<file path="config.mk">
export PLATFORM = sky130hd
export DESIGN_NAME = tcc_channel_timer
export DESIGN_NICKNAME = d
export VERILOG_FILES = /design/src/hdl/tcc_pkg.sv /design/src/hdl/tcc_channel_timer.sv
export VERILOG_INCLUDE_DIRS = /design/src /design/src/hdl
export SDC_FILE = /design/constraint.sdc
export NUM_CORES = 1
export LEC_CHECK = 0
export BUFFER_PORTS_ARGS = -buffer_cell sky130_fd_sc_hd__buf_4
export CAP_MARGIN = 20
export CORE_ASPECT_RATIO = 0.8
export CORE_MARGIN = 2
export CORE_UTILIZATION = 64
export CTS_CLUSTER_SIZE = 25
export DETAILED_ROUTE_END_ITERATION = 8
export PLACE_DENSITY = 0.88
export SLEW_MARGIN = 10
export SYNTH_ARGS = -nofsm -noshare
export SYNTH_HDL_FRONTEND = slang
export SYNTH_SLANG_ARGS = --single-unit
</file>
<file path="constraint.sdc">
create_clock -name core_clk -period 3.6 [get_ports core_clk]
set_input_delay 0.54 -clock core_clk [delete_from_list [all_inputs] [get_ports core_clk]]
set_output_delay 0.54 -clock core_clk [all_outputs]
set_load 0.01 [all_outputs]
</file>
<file path="src/hdl/tcc_consts.svh">
// Register offsets, field positions, codes and reset values of the timer
// capture/compare block. Assumes inclusion by bare name from hdl/.
`ifndef TCC_CONSTS_SVH
`define TCC_CONSTS_SVH

// Register byte offsets
`define TCC_OFF_CTRL 12'h000
`define TCC_OFF_SLAVE 12'h004
`define TCC_OFF_CHCFG 12'h008
`define TCC_OFF_STATUS 12'h00c
`define TCC_OFF_EVGEN 12'h010
`define TCC_OFF_CNT 12'h014
`define TCC_OFF_CCR1 12'h018
`define TCC_OFF_CCR2 12'h01c
`define TCC_OFF_IEN 12'h020

// Control register bits
`define TCC_CTRL_CEN 0

// Slave control register fields
`define TCC_SLV_SMS_LO 0
`define TCC_SLV_TS_LO 4
`define TCC_SLV_ECE 14
`define TCC_SLV_EPOL 15

// Channel config fields, per channel base 0 or 16
`define TCC_CH_STRIDE 16
`define TCC_CH_SEL_LO 0
`define TCC_CH_PSC_LO 2
`define TCC_CH_FLT_LO 4
`define TCC_CH_MODE_LO 8
`define TCC_CH_POL 11
`define TCC_CH_CEN 12

// Status bits
`define TCC_ST_CCF_LO 1
`define TCC_ST_OVF_LO 9

// Codes
`define TCC_SMS_OFF 3'h0
`define TCC_SMS_RESET 3'h4
`define TCC_SMS_EXT1 3'h7
`define TCC_TS_FP1 3'h5
`define TCC_TS_FP2 3'h6
`define TCC_SEL_OUT 2'h0
`define TCC_SEL_OWN 2'h1
`define TCC_SEL_OTHER 2'h2
`define TCC_OM_FLOW 3'h4
`define TCC_OM_FHIGH 3'h5
`define TCC_FLT_N8 4'h3

`define TCC_ZERO32 32'h0000_0000
`define TCC_ZERO16 16'h0000
`define TCC_ONE16 16'h0001
`define TCC_FLT_MAX 5'h1f

`endif

</file>
<file path="src/hdl/tcc_pkg.sv">
// Types shared by the timer capture/compare block.
// Assumes tcc_consts.svh for all numeric constants.
package tcc_pkg;

	// Listed from the top bit down so the word lines up with the field map
	typedef struct packed {
		logic cen;
		logic pol;
		logic [2:0] mode;
		logic [3:0] flt;
		logic [1:0] psc;
		logic [1:0] sel;
	} tcc_chcfg_t;

	typedef struct packed {
		logic [2:0] slave_mode_select;
		logic [2:0] ts;
		logic ece;
		logic epol;
	} tcc_slave_t;

endpackage

</file>
<file path="src/hdl/tcc_channel_timer.sv">
// Two-channel timer core: external clock modes, input capture, PWM input
// reset slaving, preload/shadow compare and forced output levels.
// Assumes an APB master on core_clk; pins are asynchronous to core_clk.
//
// Added by the designer: the register offsets and register access over APB.
`timescale 1ns/1ps
`include "tcc_consts.svh"

module tcc_channel_timer
(
	// Clock and reset
	input wire logic core_clk,
	input wire logic nrst,
	// APB slave
	input wire logic psel,
	input wire logic penable,
	input wire logic pwrite,
	input wire logic [11:0] paddr,
	input wire logic [31:0] pwdata,
	output logic [31:0] prdata,
	output logic pready,
	output logic pslverr,
	// Pins
	input wire logic [1:0] timer_in,
	input wire logic external_trigger_input,
	output logic [1:0] ch_out,
	output logic [1:0] output_reference,
	// Interrupt request
	output logic irq
);

	logic cen_reg;
	tcc_pkg::tcc_slave_t slave_control_reg;
	tcc_pkg::tcc_chcfg_t chcfg_reg [2];
	logic [1:0] capture_flag;
	logic [1:0] overcapture_flag;
	logic [1:0] capture_irq_enable;
	logic [15:0] cnt_reg;
	logic [15:0] preload_reg [2];
	logic [15:0] shadow_reg [2];
	logic [1:0] ti_s1, ti_s2;
	logic etr_s1, etr_s2, etr_d;
	logic [1:0] filtered_input;
	logic [1:0] filt_d;
	logic [1:0] rise, fall;
	logic [1:0] filtered_edge_signal [2];
	logic [1:0] capture_prescaler [2];
	logic [1:0] cap_fire;
	logic [1:0] cmp_match;
	logic [1:0] ev_gen;
	logic [1:0] cap_hit;
	logic [1:0] ccr_rd;
	logic wr_en, rd_en, trig, ext_tick, cnt_tick, cnt_clear;

	// Filter sample count for a code; code 0 takes every sample
	function automatic logic [4:0] filt_len(input logic [3:0] code);
		case (code)
			4'h0: filt_len = 5'h01;
			4'h1: filt_len = 5'h02;
			4'h2: filt_len = 5'h04;
			`TCC_FLT_N8: filt_len = 5'h08;
			default: filt_len = `TCC_FLT_MAX;
		endcase
	endfunction

	// APB: zero-wait, every access completes in its access phase
	assign pready = 1'b1;
	assign wr_en = psel && penable && pwrite;
	assign rd_en = psel && penable && !pwrite;

	function automatic logic addr_ok(input logic [11:0] a);
		addr_ok = (a == `TCC_OFF_CTRL) || (a == `TCC_OFF_SLAVE) ||
			(a == `TCC_OFF_CHCFG) || (a == `TCC_OFF_STATUS) ||
			(a == `TCC_OFF_EVGEN) || (a == `TCC_OFF_CNT) ||
			(a == `TCC_OFF_CCR1) || (a == `TCC_OFF_CCR2) ||
			(a == `TCC_OFF_IEN);
	endfunction

	assign pslverr = psel && penable && !addr_ok(paddr);

	assign ccr_rd[0] = rd_en && (paddr == `TCC_OFF_CCR1);
	assign ccr_rd[1] = rd_en && (paddr == `TCC_OFF_CCR2);
	assign ev_gen = (wr_en && paddr == `TCC_OFF_EVGEN) ?
		pwdata[`TCC_ST_CCF_LO +: 2] : 2'h0;

	// Control registers
	always_ff @(posedge core_clk or negedge nrst)
	begin
		if (!nrst)
		begin
			cen_reg <= 1'b0;
			slave_control_reg <= '0;
			chcfg_reg[0] <= '0;
			chcfg_reg[1] <= '0;
			capture_irq_enable <= 2'h0;
		end
		else if (wr_en)
		begin
			if (paddr == `TCC_OFF_CTRL)
				cen_reg <= pwdata[`TCC_CTRL_CEN];
			else if (paddr == `TCC_OFF_SLAVE)
			begin
				slave_control_reg.slave_mode_select <= pwdata[`TCC_SLV_SMS_LO +: 3];
				slave_control_reg.ts <= pwdata[`TCC_SLV_TS_LO +: 3];
				slave_control_reg.ece <= pwdata[`TCC_SLV_ECE];
				slave_control_reg.epol <= pwdata[`TCC_SLV_EPOL];
			end
			else if (paddr == `TCC_OFF_CHCFG)
			begin
				chcfg_reg[0] <= pwdata[`TCC_CH_CEN:0];
				chcfg_reg[1] <= pwdata[`TCC_CH_STRIDE +: 13];
			end
			else if (paddr == `TCC_OFF_IEN)
				capture_irq_enable <= pwdata[`TCC_ST_CCF_LO +: 2];
		end
	end

	// Read mux
	always_comb
	begin
		prdata = `TCC_ZERO32;
		if (paddr == `TCC_OFF_CTRL)
			prdata[`TCC_CTRL_CEN] = cen_reg;
		else if (paddr == `TCC_OFF_SLAVE)
		begin
			prdata[`TCC_SLV_SMS_LO +: 3] = slave_control_reg.slave_mode_select;
			prdata[`TCC_SLV_TS_LO +: 3] = slave_control_reg.ts;
			prdata[`TCC_SLV_ECE] = slave_control_reg.ece;
			prdata[`TCC_SLV_EPOL] = slave_control_reg.epol;
		end
		else if (paddr == `TCC_OFF_CHCFG)
		begin
			prdata[`TCC_CH_CEN:0] = chcfg_reg[0];
			prdata[`TCC_CH_STRIDE +: 13] = chcfg_reg[1];
		end
		else if (paddr == `TCC_OFF_STATUS)
		begin
			prdata[`TCC_ST_CCF_LO +: 2] = capture_flag;
			prdata[`TCC_ST_OVF_LO +: 2] = overcapture_flag;
		end
		else if (paddr == `TCC_OFF_CNT)
			prdata[15:0] = cnt_reg;
		else if (paddr == `TCC_OFF_CCR1)
			prdata[15:0] = preload_reg[0];
		else if (paddr == `TCC_OFF_CCR2)
			prdata[15:0] = preload_reg[1];
		else if (paddr == `TCC_OFF_IEN)
			prdata[`TCC_ST_CCF_LO +: 2] = capture_irq_enable;
	end

	// Pin synchronisers
	always_ff @(posedge core_clk or negedge nrst)
	begin
		if (!nrst)
		begin
			ti_s1 <= 2'h0;
			ti_s2 <= 2'h0;
			etr_s1 <= 1'b0;
			etr_s2 <= 1'b0;
			etr_d <= 1'b0;
		end
		else
		begin
			ti_s1 <= timer_in;
			ti_s2 <= ti_s1;
			etr_s1 <= external_trigger_input;
			etr_s2 <= etr_s1;
			etr_d <= etr_s2;
		end
	end

	// Input stage per channel
	genvar g;
	generate
		for (g = 0; g < 2; g++)
		begin : g_in
			logic [4:0] run_reg;
			logic [1:0] psc_cnt_reg;
			logic src, edge_det;

			// Glitches shorter than the filter length never reach capture
			always_ff @(posedge core_clk or negedge nrst)
			begin
				if (!nrst)
				begin
					filtered_input[g] <= 1'b0;
					run_reg <= 5'h00;
				end
				else if (ti_s2[g] == filtered_input[g])
					run_reg <= 5'h00;
				else if (run_reg + 5'h01 >= filt_len(chcfg_reg[g].flt))
				begin
					filtered_input[g] <= ti_s2[g];
					run_reg <= 5'h00;
				end
				else
					run_reg <= run_reg + 5'h01;
			end

			always_ff @(posedge core_clk or negedge nrst)
			begin
				if (!nrst)
					filt_d[g] <= 1'b0;
				else
					filt_d[g] <= filtered_input[g];
			end

			assign rise[g] = filtered_input[g] && !filt_d[g];
			assign fall[g] = !filtered_input[g] && filt_d[g];
			// Edge signal of input g seen by channel c with c's polarity
			assign filtered_edge_signal[g][0] =
				chcfg_reg[0].pol ? fall[g] : rise[g];
			assign filtered_edge_signal[g][1] =
				chcfg_reg[1].pol ? fall[g] : rise[g];

			// Channel g own input or the neighbour input
			always_comb
			begin
				if (chcfg_reg[g].sel == `TCC_SEL_OWN)
					edge_det = filtered_edge_signal[g][g];
				else if (chcfg_reg[g].sel == `TCC_SEL_OTHER)
					edge_det = filtered_edge_signal[1-g][g];
				else
					edge_det = 1'b0;
			end
			assign src = edge_det && chcfg_reg[g].cen;

			// Prescaler: codes 0 to 2 pass one event in 2**n; code 3 passes one in 4, like code 2
			always_ff @(posedge core_clk or negedge nrst)
			begin
				if (!nrst)
					psc_cnt_reg <= 2'h0;
				else if (chcfg_reg[g].sel == `TCC_SEL_OUT || !chcfg_reg[g].cen)
					psc_cnt_reg <= 2'h0;
				else if (src)
					psc_cnt_reg <= cap_fire[g] ? 2'h0 : psc_cnt_reg + 2'h1;
			end
			assign capture_prescaler[g] = chcfg_reg[g].psc;
			always_comb
			begin
				case (capture_prescaler[g])
					2'h0: cap_fire[g] = src;
					2'h1: cap_fire[g] = src && psc_cnt_reg[0];
					2'h2: cap_fire[g] = src && (psc_cnt_reg == 2'h3);
					default: cap_fire[g] = src && (psc_cnt_reg == 2'h3);
				endcase
			end

			assign cmp_match[g] = (chcfg_reg[g].sel == `TCC_SEL_OUT) &&
				(shadow_reg[g] == cnt_reg);
			assign cap_hit[g] = cap_fire[g] || ev_gen[g];

			// Shadow takes the counter on capture in input modes; in output mode it tracks preload
			always_ff @(posedge core_clk or negedge nrst)
			begin
				if (!nrst)
					shadow_reg[g] <= `TCC_ZERO16;
				else if (chcfg_reg[g].sel != `TCC_SEL_OUT)
				begin
					if (cap_hit[g])
						shadow_reg[g] <= cnt_reg;
				end
				else
					shadow_reg[g] <= preload_reg[g];
			end

			// Copy to preload one cycle after the shadow latch
			logic cap_d;
			always_ff @(posedge core_clk or negedge nrst)
			begin
				if (!nrst)
					cap_d <= 1'b0;
				else
					cap_d <= cap_hit[g] && (chcfg_reg[g].sel != `TCC_SEL_OUT);
			end

			always_ff @(posedge core_clk or negedge nrst)
			begin
				if (!nrst)
					preload_reg[g] <= `TCC_ZERO16;
				else if (cap_d)
					preload_reg[g] <= shadow_reg[g];
				else if (wr_en && paddr == (g ? `TCC_OFF_CCR2 : `TCC_OFF_CCR1)
					&& chcfg_reg[g].sel == `TCC_SEL_OUT)
					preload_reg[g] <= pwdata[15:0];
			end

			// Flags: hardware set wins over software clear
			always_ff @(posedge core_clk or negedge nrst)
			begin
				if (!nrst)
				begin
					capture_flag[g] <= 1'b0;
					overcapture_flag[g] <= 1'b0;
				end
				else
				begin
					if (cap_hit[g] || cmp_match[g])
						capture_flag[g] <= 1'b1;
					else if (ccr_rd[g] || (wr_en && paddr == `TCC_OFF_STATUS
						&& !pwdata[`TCC_ST_CCF_LO + g]))
						capture_flag[g] <= 1'b0;
					if (cap_hit[g] && capture_flag[g] &&
						chcfg_reg[g].sel != `TCC_SEL_OUT)
						overcapture_flag[g] <= 1'b1;
					else if (wr_en && paddr == `TCC_OFF_STATUS &&
						!pwdata[`TCC_ST_OVF_LO + g])
						overcapture_flag[g] <= 1'b0;
				end
			end

			// Output stage: reference active high, polarity last
			always_ff @(posedge core_clk or negedge nrst)
			begin
				if (!nrst)
				begin
					output_reference[g] <= 1'b0;
					ch_out[g] <= 1'b0;
				end
				else
				begin
					if (chcfg_reg[g].sel == `TCC_SEL_OUT &&
						chcfg_reg[g].mode == `TCC_OM_FHIGH)
						output_reference[g] <= 1'b1;
					else if (chcfg_reg[g].sel == `TCC_SEL_OUT &&
						chcfg_reg[g].mode == `TCC_OM_FLOW)
						output_reference[g] <= 1'b0;
					ch_out[g] <= output_reference[g] ^ chcfg_reg[g].pol;
				end
			end
		end
	endgenerate

	// Slave trigger and counter clocking
	always_comb
	begin
		if (slave_control_reg.ts == `TCC_TS_FP1)
			trig = filtered_edge_signal[0][0];
		else if (slave_control_reg.ts == `TCC_TS_FP2)
			trig = filtered_edge_signal[1][1];
		else
			trig = 1'b0;
	end

	assign ext_tick = slave_control_reg.ece &&
		(slave_control_reg.epol ? (!etr_s2 && etr_d) : (etr_s2 && !etr_d));
	assign cnt_clear = slave_control_reg.slave_mode_select == `TCC_SMS_RESET && trig;

	always_comb
	begin
		if (slave_control_reg.slave_mode_select == `TCC_SMS_EXT1)
			cnt_tick = trig;
		else if (slave_control_reg.ece)
			cnt_tick = ext_tick;
		else
			cnt_tick = cen_reg;
	end

	always_ff @(posedge core_clk or negedge nrst)
	begin
		if (!nrst)
			cnt_reg <= `TCC_ZERO16;
		else if (cnt_clear)
			cnt_reg <= `TCC_ZERO16;
		else if (wr_en && paddr == `TCC_OFF_CNT)
			cnt_reg <= pwdata[15:0];
		else if (cnt_tick && cen_reg)
			cnt_reg <= cnt_reg + `TCC_ONE16;
	end

	assign irq = |(capture_flag & capture_irq_enable);

	// Assertions
	a_capture_sets_flag: assert property (@(posedge core_clk) disable iff (!nrst)
		cap_fire[0] |=> capture_flag[0])
		else $error("capture did not set flag");
	a_overcap_set: assert property (@(posedge core_clk) disable iff (!nrst)
		cap_fire[0] && capture_flag[0] |=> overcapture_flag[0])
		else $error("overcapture not flagged");
	a_capture_copy: assert property (@(posedge core_clk) disable iff (!nrst)
		cap_fire[1] && chcfg_reg[1].sel != `TCC_SEL_OUT
		|=> ##1 preload_reg[1] == $past(cnt_reg, 2))
		else $error("captured value not in preload");
	a_no_cap_disabled: assert property (@(posedge core_clk) disable iff (!nrst)
		!chcfg_reg[0].cen |-> !cap_fire[0])
		else $error("capture while disabled");
	a_force_high_out: assert property (@(posedge core_clk) disable iff (!nrst)
		chcfg_reg[0].sel == `TCC_SEL_OUT && chcfg_reg[0].mode == `TCC_OM_FHIGH
		&& !chcfg_reg[0].pol ##1 $stable(chcfg_reg[0]) |=> ch_out[0])
		else $error("forced active not high");
	a_read_clears: assert property (@(posedge core_clk) disable iff (!nrst)
		ccr_rd[0] && !cap_hit[0] && !cmp_match[0] |=> !capture_flag[0])
		else $error("read did not clear flag");
	a_reset_trigger: assert property (@(posedge core_clk) disable iff (!nrst)
		cnt_clear |=> cnt_reg == `TCC_ZERO16)
		else $error("counter not reset on trigger");
	a_ccr_readonly: assert property (@(posedge core_clk) disable iff (!nrst)
		chcfg_reg[0].sel != `TCC_SEL_OUT && !g_in[0].cap_d
		|=> $stable(preload_reg[0]))
		else $error("input value register written");
	a_evgen_flag: assert property (@(posedge core_clk) disable iff (!nrst)
		ev_gen[1] |=> capture_flag[1])
		else $error("event generation ignored");

endmodule // tcc_channel_timer

</file>
* Yosys cells after proc, flatten, opt, wreduce, memory -nomap -nowiden *
Cells that the tools add are included.

operators by class
  $add $sub $neg = 5
  order comparisons = 2
  equal/unequal tests = 36
  multiplexer cells = 79
  bitwise logic cells = 8
  reduce and logical (&&, ||, !) cells = 101

operators with widths
  cell                   count
  $mux 16                17
  $mux 13                4
  $eq 12x5->1 const B    4
  $logic_and 1x1->1      44
  $pmux 5 s4             2
  $mux 5                 7
  $eq 16x16->1           2
  $mux 1                 29
  $mux 28                1
  $eq 12x4->1 const B    2
  $eq 3x3->1 const B     8
  $mux 2                 12
  $reduce_bool 2->1      12
  $add 16x1->16 const B  1
  $eq 4x2->1 const B     4
  $logic_or 1x1->1       16
  $logic_not 1->1        14
  $eq 12x3->1 const B    1
  $eq 12x6->1 const B    1
  $logic_not 12->1       1
  $add 5x1->5 const B    2
  $ge 5x5->1             2
  $mux 3                 3
  $eq 2x1->1 const B     4
  other kinds (19)       38

word-level totals
  bits in registers = 152
  input bits = 52
  output and inout bits = 39
  logic and storage cells = 277

* Depth between registers and ports, before layout *
Gate-level depths: netlist of the first run.

  word-level depth = 13
  gate-level depth with buffers = 10

* Worst setup path before layout of the first run *
No wires, ideal clock.

  path kind = input -> output
  start point = input port paddr[7]
  end point = output port prdata[2]
  arrival = 2252 ps
  required time = 3060 ps
  path slack = 808 ps
  cell stages on the path = 6
  cells stage by stage = or4_4 -> or2_1 -> nor4_2 -> a22o_1 -> a221oi_1 -> a21oi_1

on the way
  word-level cells in the longest chain between the ends = 13
  elaborated cells on any way between the ends = 20
  those cells by class = 7 x eq/ne; 12 x mux; 1 x reduce/logical

RTL lines
  element                line                      text
  start: declaration     tcc_channel_timer.sv:18   input wire logic [11:0] paddr,
  $eq 12x6->1 (no line)  --
  $mux 2                 tcc_channel_timer.sv:147  else if (paddr == `TCC_OFF_IEN)
  $mux 2                 tcc_channel_timer.sv:145  else if (paddr == `TCC_OFF_CCR2)
  $mux 16                tcc_channel_timer.sv:143  else if (paddr == `TCC_OFF_CCR1)
  $mux 16                tcc_channel_timer.sv:141  else if (paddr == `TCC_OFF_CNT)
  $mux 16                tcc_channel_timer.sv:136  else if (paddr == `TCC_OFF_STATUS)
  $mux 16                tcc_channel_timer.sv:131  else if (paddr == `TCC_OFF_CHCFG)
  $mux 16                tcc_channel_timer.sv:124  else if (paddr == `TCC_OFF_SLAVE)
  $mux 16                tcc_channel_timer.sv:122  if (paddr == `TCC_OFF_CTRL)
  $mux 2                 tcc_channel_timer.sv:136
  $mux 13                tcc_channel_timer.sv:131
  $mux 3                 tcc_channel_timer.sv:124
  $mux 28 (*)            tcc_channel_timer.sv:122
  end: declaration       tcc_channel_timer.sv:20   output logic [31:0] prdata,

Every way passes the cells marked *; elsewhere a longest branch is shown, timed or not. The select of a mux whose other input is x is not followed.

* Worst setup path after layout of the first run *
  start point = input port paddr[7]
  end point = output port prdata[0]

on the way
  word-level cells in the longest chain between the ends = 12
  elaborated cells on any way between the ends = 18
  those cells by class = 6 x eq/ne; 11 x mux; 1 x reduce/logical

RTL lines
  element      line
  $eq 12x5->1  --
  $mux 1       tcc_channel_timer.sv:145
  $mux 16      tcc_channel_timer.sv:143
  $mux 16      tcc_channel_timer.sv:141
  $mux 16      tcc_channel_timer.sv:136
  $mux 16      tcc_channel_timer.sv:131
  $mux 16      tcc_channel_timer.sv:124
  $mux 16      tcc_channel_timer.sv:122
  $mux 1       tcc_channel_timer.sv:136
  $mux 13      tcc_channel_timer.sv:131
  $mux 3       tcc_channel_timer.sv:124
  $mux 1 (*)   tcc_channel_timer.sv:122

Marked as above.

==> results of run 1 <==
## worst register-to-register path: stages, from the launching register on
cell and delay [ns]:
dfrtp_1 0.49, or3b_1 0.45, a211oi_2 0.53, o311ai_2 0.29, buf_4 0.27, nor4_1 0.34, xnor2_1 0.17, a21oi_1 0.09
## synth_stat cells, types with 5 or more instances
master,n
a21o_1,5
a21oi_1,74
a222oi_1,8
a22oi_1,5
and3_1,17
buf_2,5
buf_4,6
buf_6,5
clkbuf_1,40
dfrtp_1,152
ha_1,15
inv_1,22
mux2_1,20
mux2_2,21
mux2i_1,70
nand2_1,65
nand2b_1,10
nand3_1,18
nand3b_1,7
nor2_1,57
nor2b_1,10
nor3_1,9
nor4_1,12
o211ai_1,7
o21ai_0,46
o21ai_1,19
xnor2_1,17
xor2_1,38
## metal layers
layer / vias to the layer above / share of wire
met5: - / 0
met4: 0 / 0.041
met3: 105 / 0.12
met2: 486 / 0.44
met1: 3480 / 0.41
li1: 3159 / -
## cell families (layout without fill, tap and decap cells)
logic type      after synthesis  in the layout
mux                         111            111
simple gates                239            239
compound gates              196            196
xor+xnor                     55             55
other cells                   2              4
buf+inv                      82            157
fa+ha+maj                    15             15
flops                       152            152
## stage by stage
step           setup slack (ns)  hold WS, ns
2_1_floorplan            0.8085       0.2444
4_1_cts                  0.4041       0.2135
6_report                 0.3321       0.1598
5_1_grt                  0.2855       0.1993
3_3_place_gp             0.4393       0.3328
3_5_place_dp             0.4225       0.3347
## where the power goes
group	switching (W)	internal [W]	total, W
clock network	0.000770	0.000974	0.00174
logic	0.000105	0.0000636	0.000169
registers	0.0000103	0.00172	0.00173
total	0.000885	0.00276	0.00364
## cell type report
| class | instances | area share |
|---|---|---|
| clock buffers | 19 | 0.04526 |
| clock inverters | 13 | 0.01240 |
| inverters | 22 | 0.008438 |
| multi-input cells | 620 | 0.4427 |
| flip-flops and latches | 152 | 0.3886 |
| well taps | 175 | 0.02237 |
| repair buffers | 103 | 0.08016 |
## path summary, 6_finish.rpt
kind | endpoint | start
worst max-delay path | prdata[0] | paddr[7]
worst min-delay path | g_in[1].psc_cnt_reg[1]$_DFFE_PN0P_ | nrst
worst max register to register | cnt_reg[9]$_DFFE_PN0P_ | chcfg_reg[24]$_DFFE_PN0P_
worst min register to register | ti_s2[1]$_DFF_PN0_ | ti_s1[1]$_DFF_PN0_
max in group asynchronous | g_in[0].run_reg[3]$_DFF_PN0_ | nrst
min in group core_clk | etr_s1$_DFF_PN0_ | external_trigger_input
==> summary.txt, run 1 <==
Die
  – Site row count: 37
  – Die width: 132.8 um
  – Core ar.: 12920 um2
  – Die ar.: 14210 um2
  – Initial Util: 0.6574
  – I/O pin count: 91
  – Die H: 107.0 um

Layout
  – Design Area, Final: 9787 um2
  – Number of diodes: 0
  – Multi-input logic area: 4333 um2
  – Layout Cells excl Fill: 1104
  – Fillers: 896
  – Synth-to-layout area growth: 15.27%
  – Most frequent cells in the layout: dfrtp_1, buf_4, a21oi_1, mux2i_1, nand2_1
  – Fraction of layout cells with a size suffix above 1: 0.1981
  – Final Core Density: 0.7577
  – Commonest non-fill, non-tap cell in the layout: dfrtp_1
  – Sequential cell area: 3804 um2
  – Nets: 983

Logic synthesis
  – Yosys cell types: 61
  – Top cells by area, synth: dfrtp_1, mux2i_1, a21oi_1
  – Ys async rst share: 1.000
  – Compound-gate portion of the synthesized area: 0.1415
  – Synth warnings: 0
  – Post-Synth Simple-Gate Area: 0.1499
  – Seq/Total Area, Yosys: 0.4480
  – XOR/XNOR Fraction of Synth Area: 0.05673
  – Gate count of the mapped netlist: 852
  – Primary FF master, synth: dfrtp_1
  – Mean post-synth cell area: 9.966 um2
  – Number of synthesized flops with an enable pin: 0
  – Mux cell area share after synthesis: 0.1369
  – #FFs+latches synth: 152
  – Netlist Area Pre-Place: 8491 um2
  – Adder-cell area share of the yosys netlist: 0.02210
  – Yosys top cell area share: 0.4480
  – Largest family of logic cells by synthesized area: simple AND/OR/NAND/NOR gates
  – Post-synth top area cell: dfrtp_1

Global routing
  – Met1 GRT Util: 0.4943
  – Global Route Usage Sum: 0.3501
  – GRT busiest layer: met2
  – Vias in the first global route: 6738
  – Met3 usage in global routing: 0.09362
  – Largest net degree at the start of global routing: 89
  – M2 GR Usage: 0.5218
  – GR Overflow Total: 0
  – Global-route wire length before repair: 37750 um
  – Initial antenna violation count: 0

Setup path
  – Worst path depth: 8
  – Worst EP required: 3.06 ns
  – Critical path class: primary input to primary output
  – CP max FO: 9
  – Slowest CP cell: or4_4
  – CP Launch Type: primary input
  – Crit-path leading delay family: simple AND/OR/NAND/NOR gates
  – Worst-path cell chain: buf_4 > or4_4 > nor3_2 > and3_1 > a222oi_1 > a21boi_0 > mux2i_1 > buf_4
  – Crit path DAT: 2.73 ns
  – WP buf/inv: 2
  – Critical Path End Type: primary output
  – Slowest stage delay, CP: 0.57 ns
  – Cell mode on critical path: buf_4
  – Cells on worst reg2reg path: 7
  – Register-to-Register Setup Slack: 0.83 ns

Routing
  – Via-to-Cell Ratio: 6.549
  – Avg WL per Cell: 22.09 um
  – First DRT Iteration DRCs: 957
  – DRC violation count after routing: 0
  – Antenna Nets Post-Route: 0
  – Via count: 7230
  – Routed WL: 24390 um
  – Drt pass-1 iters: 8

CTS
  – CTS Root Cell: clkbuf_16
  – Max clock buf depth: 2
  – CTS tree: yes
  – H-tree Lvls: 4
  – Worst-Skew Late Latency: 0.44 ns
  – Clock-pin slew on the worst setup and hold paths: 0.07 ns
  – CTS sink count: 152
  – Hold Buf Count CTS: 0
  – TritonCTS Buffers: 17
  – Setup bufs post-CTS: 0
  – Resize count post-CTS: 0

STA
  – Setup TNS: 0 ns
  – Final Skew: 0.009287 ns
  – Final Cycle Share: 0.9077
  – Slew HR: 0.1991
  – Hold Fails Final Rpt: 0
  – Unrepaired setup endpoints after global routing: no
  – Fin crit period: 3.268 ns
  – Final setup violation count: 0
  – Max Slew Vio Count: 0
  – Tightest Pin Transition: 1.201 ns
  – Fmax: 306.0 MHz

Run
  – Max cap viols: 0

Power and ir drop
  – Total chip power: 0.003640 W
  – Maximum VDD drop: 0.0003534 V
  – Leak pwr: 4.541 nW
  – PD cells: 371.9 nW/um2

Outcome
  – Outcome: finished clean

Placed design
  – Port bufs: 83
  – Post-DP HPWL: 16700 um
  – RePlAce Congestion: 0.9664
  – Placed cell area: 9208 um2
  – Placed Cells: 1071

Hold path
  – HP Class: primary input to async pin
Power figures use the tool's default switching activity.
==> run 2, diff against run 1 <==
--- a/constraint.sdc
+++ b/constraint.sdc
@@ -3,2 +3,2 @@
 set_output_delay 0.54 -clock core_clk [all_outputs]
-set_load 0.01 [all_outputs]
+set_load 0.02 [all_outputs]
==> run 2 against run 1 <==
Effect of this change: setup slack gained 0.054 ns; flip-flop and latch count unchanged; combinational power barely moved; utilization up 0.59 points; critical path type unchanged; worst hold slack about the same; clock skew shrank 0.0018 ns; sequential power hardly changed; highest routed layer unchanged; via count barely moved; final area grew 0.78%.
==> summary.txt, run 2 (synthesis results as in run 1) <==
Layout
  – Commonest non-fill, non-tap cell in the layout: dfrtp_1
  – Synth-to-layout area growth: 16.17%
  – Design Area, Final: 9863 um2
  – Fillers: 855
  – Layout Cells excl Fill: 1105
  – Nets: 984
  – Number of diodes: 0
  – Final Core Density: 0.7636
  – Fraction of layout cells with a size suffix above 1: 0.1978
  – Most frequent cells in the layout: dfrtp_1, buf_4, a21oi_1, mux2i_1, nand2_1

CTS
  – Hold Buf Count CTS: 0
  – H-tree Lvls: 4
  – Setup bufs post-CTS: 0
  – CTS Root Cell: clkbuf_16
  – CTS tree: yes
  – CTS sink count: 152
  – Resize count post-CTS: 0
  – Max clock buf depth: 2
  – Clock-pin slew on the worst setup and hold paths: 0.06 ns
  – TritonCTS Buffers: 17
  – Worst-Skew Late Latency: 0.43 ns

Power and ir drop
  – Leak pwr: 4.579 nW
  – PD cells: 382.1 nW/um2
  – Maximum VDD drop: 0.0003356 V

STA
  – Unrepaired setup endpoints after global routing: no
  – Hold Fails Final Rpt: 0
  – Final setup violation count: 0
  – Final Cycle Share: 0.8926
  – Setup TNS: 0 ns
  – Hold_ws: 0.1595 ns
  – Tightest Pin Transition: 1.192 ns
  – Fmax: 311.2 MHz
  – Fin crit period: 3.213 ns
  – Max Slew Vio Count: 0
  – Final Skew: 0.007524 ns
  – Slew HR: 0.2051

Global routing
  – Global Route Usage Sum: 0.3557
  – Largest net degree at the start of global routing: 89
  – Initial antenna violation count: 0
  – GR Overflow Total: 0
  – Vias in the first global route: 6861
  – Global-route wire length before repair: 38210 um

Die
  – Core ar.: 12920 um2
  – Die H: 107.0 um
  – I/O pin count: 91
  – Initial Util: 0.6574
  – Die width: 132.8 um
  – Site row count: 37
  – Die ar.: 14210 um2

Routing
  – Routed WL: 24850 um
  – Via count: 7225
  – First DRT Iteration DRCs: 1139
  – Drt pass-1 iters: 7
  – DRC violation count after routing: 0
  – Avg WL per Cell: 22.49 um
  – Antenna Nets Post-Route: 0
  – Via-to-Cell Ratio: 6.538

Setup path
  – Slowest stage delay, CP: 0.57 ns
  – Worst EP required: 3.06 ns
  – CP Launch Type: primary input
  – CP max FO: 13
  – WP buf/inv: 3
  – Crit path DAT: 2.67 ns
  – Critical path class: primary input to primary output
  – Cell mode on critical path: buf_4
  – Worst-path cell chain: buf_4 > or4_4 > or2_1 > nor3_4 > buf_4 > a22o_1 > a221o_1 > buf_4
  – Slowest CP cell: or4_4
  – Crit-path leading delay family: simple AND/OR/NAND/NOR gates
  – Critical Path End Type: primary output

Placed design
  – Port bufs: 83
  – Post-DP HPWL: 16710 um
  – RePlAce Congestion: 0.9681
  – Placed cell area: 9233 um2
  – Placed Cells: 1071

Hold path
  – HP Class: primary input to async pin

Outcome
  – Outcome: finished clean

Run
  – Max cap viols: 0
## run 2: cell count changes in the layout (fill, tap and decap cells not counted), sizes merged
cell,previous run,this run
inv,25,24
clkinv,4,6
buf,103,104
clkinvlp,5,2
bufinv,1,3
## run 2: path summary, 6_finish.rpt
check | endpoint | start | depth (start not counted) | slack (ns)
max | prdata[12] | paddr[7] | 8 | 0.39
min | capture_prescaler[1]$_DFFE_PN0P_ | nrst | 1 | 0.16
max reg2reg | cnt_reg[11]$_DFFE_PN0P_ | chcfg_reg[24]$_DFFE_PN0P_ | 7 | 0.83
min reg2reg | ti_s2[1]$_DFF_PN0_ | ti_s1[1]$_DFF_PN0_ | 0 | 0.35
max in group asynchronous | cnt_reg[2]$_DFFE_PN0P_ | nrst | 2 | 2.60
min in group core_clk | etr_s1$_DFF_PN0_ | external_trigger_input | 1 | 0.21
## run 2: report_power, final
part           internal, W  switching (W)  total (W)
logic            0.0000645       0.000107   0.000172
clock network      0.00110       0.000770    0.00187
registers          0.00172      0.0000105    0.00173
total              0.00288       0.000888    0.00377
## run 2: routing by layer
metal / routed length, um / part of all wire / track usage
met1: 9868 / 0.40 / 0.5042
met2: 11070 / 0.45 / 0.5248
met3: 2934 / 0.12 / 0.09125
met4: 977 / 0.039 / 0.1459
met5: 0 / 0 / 0
## run 2: through the flow
| step | setup WS (ns) | total power [W] |
|---|---|---|
| detailed placement | 0.4547 | 0.001928 |
| finish | 0.3866 | 0.003769 |
| floorplan | 0.6670 | 0.001815 |
| global placement | 0.4704 | 0.001923 |
| global route | 0.3859 | 0.003858 |
| CTS | 0.4496 | 0.003757 |
## run 2: area by class of cell
cell class                 instances  area, um2  share of cell area
clock inverter                    13      171.4             0.01738
tap                              175      219.0             0.02220
multi-input combinational        620       4333              0.4393
inverter                          22      82.58            0.008372
sequential                       152       3804              0.3856
timing repair buffer             104      820.8             0.08322
clock buffer                      19      432.9             0.04389
## run 2: worst reg2reg max path, cell delays in order (launching register included)
cell and delay [ns]:
dfrtp_1 0.47, or3b_1 0.45, a211oi_2 0.50, o311ai_2 0.38, buf_4 0.30, nor4_1 0.26, xnor2_1 0.12, a21oi_1 0.20
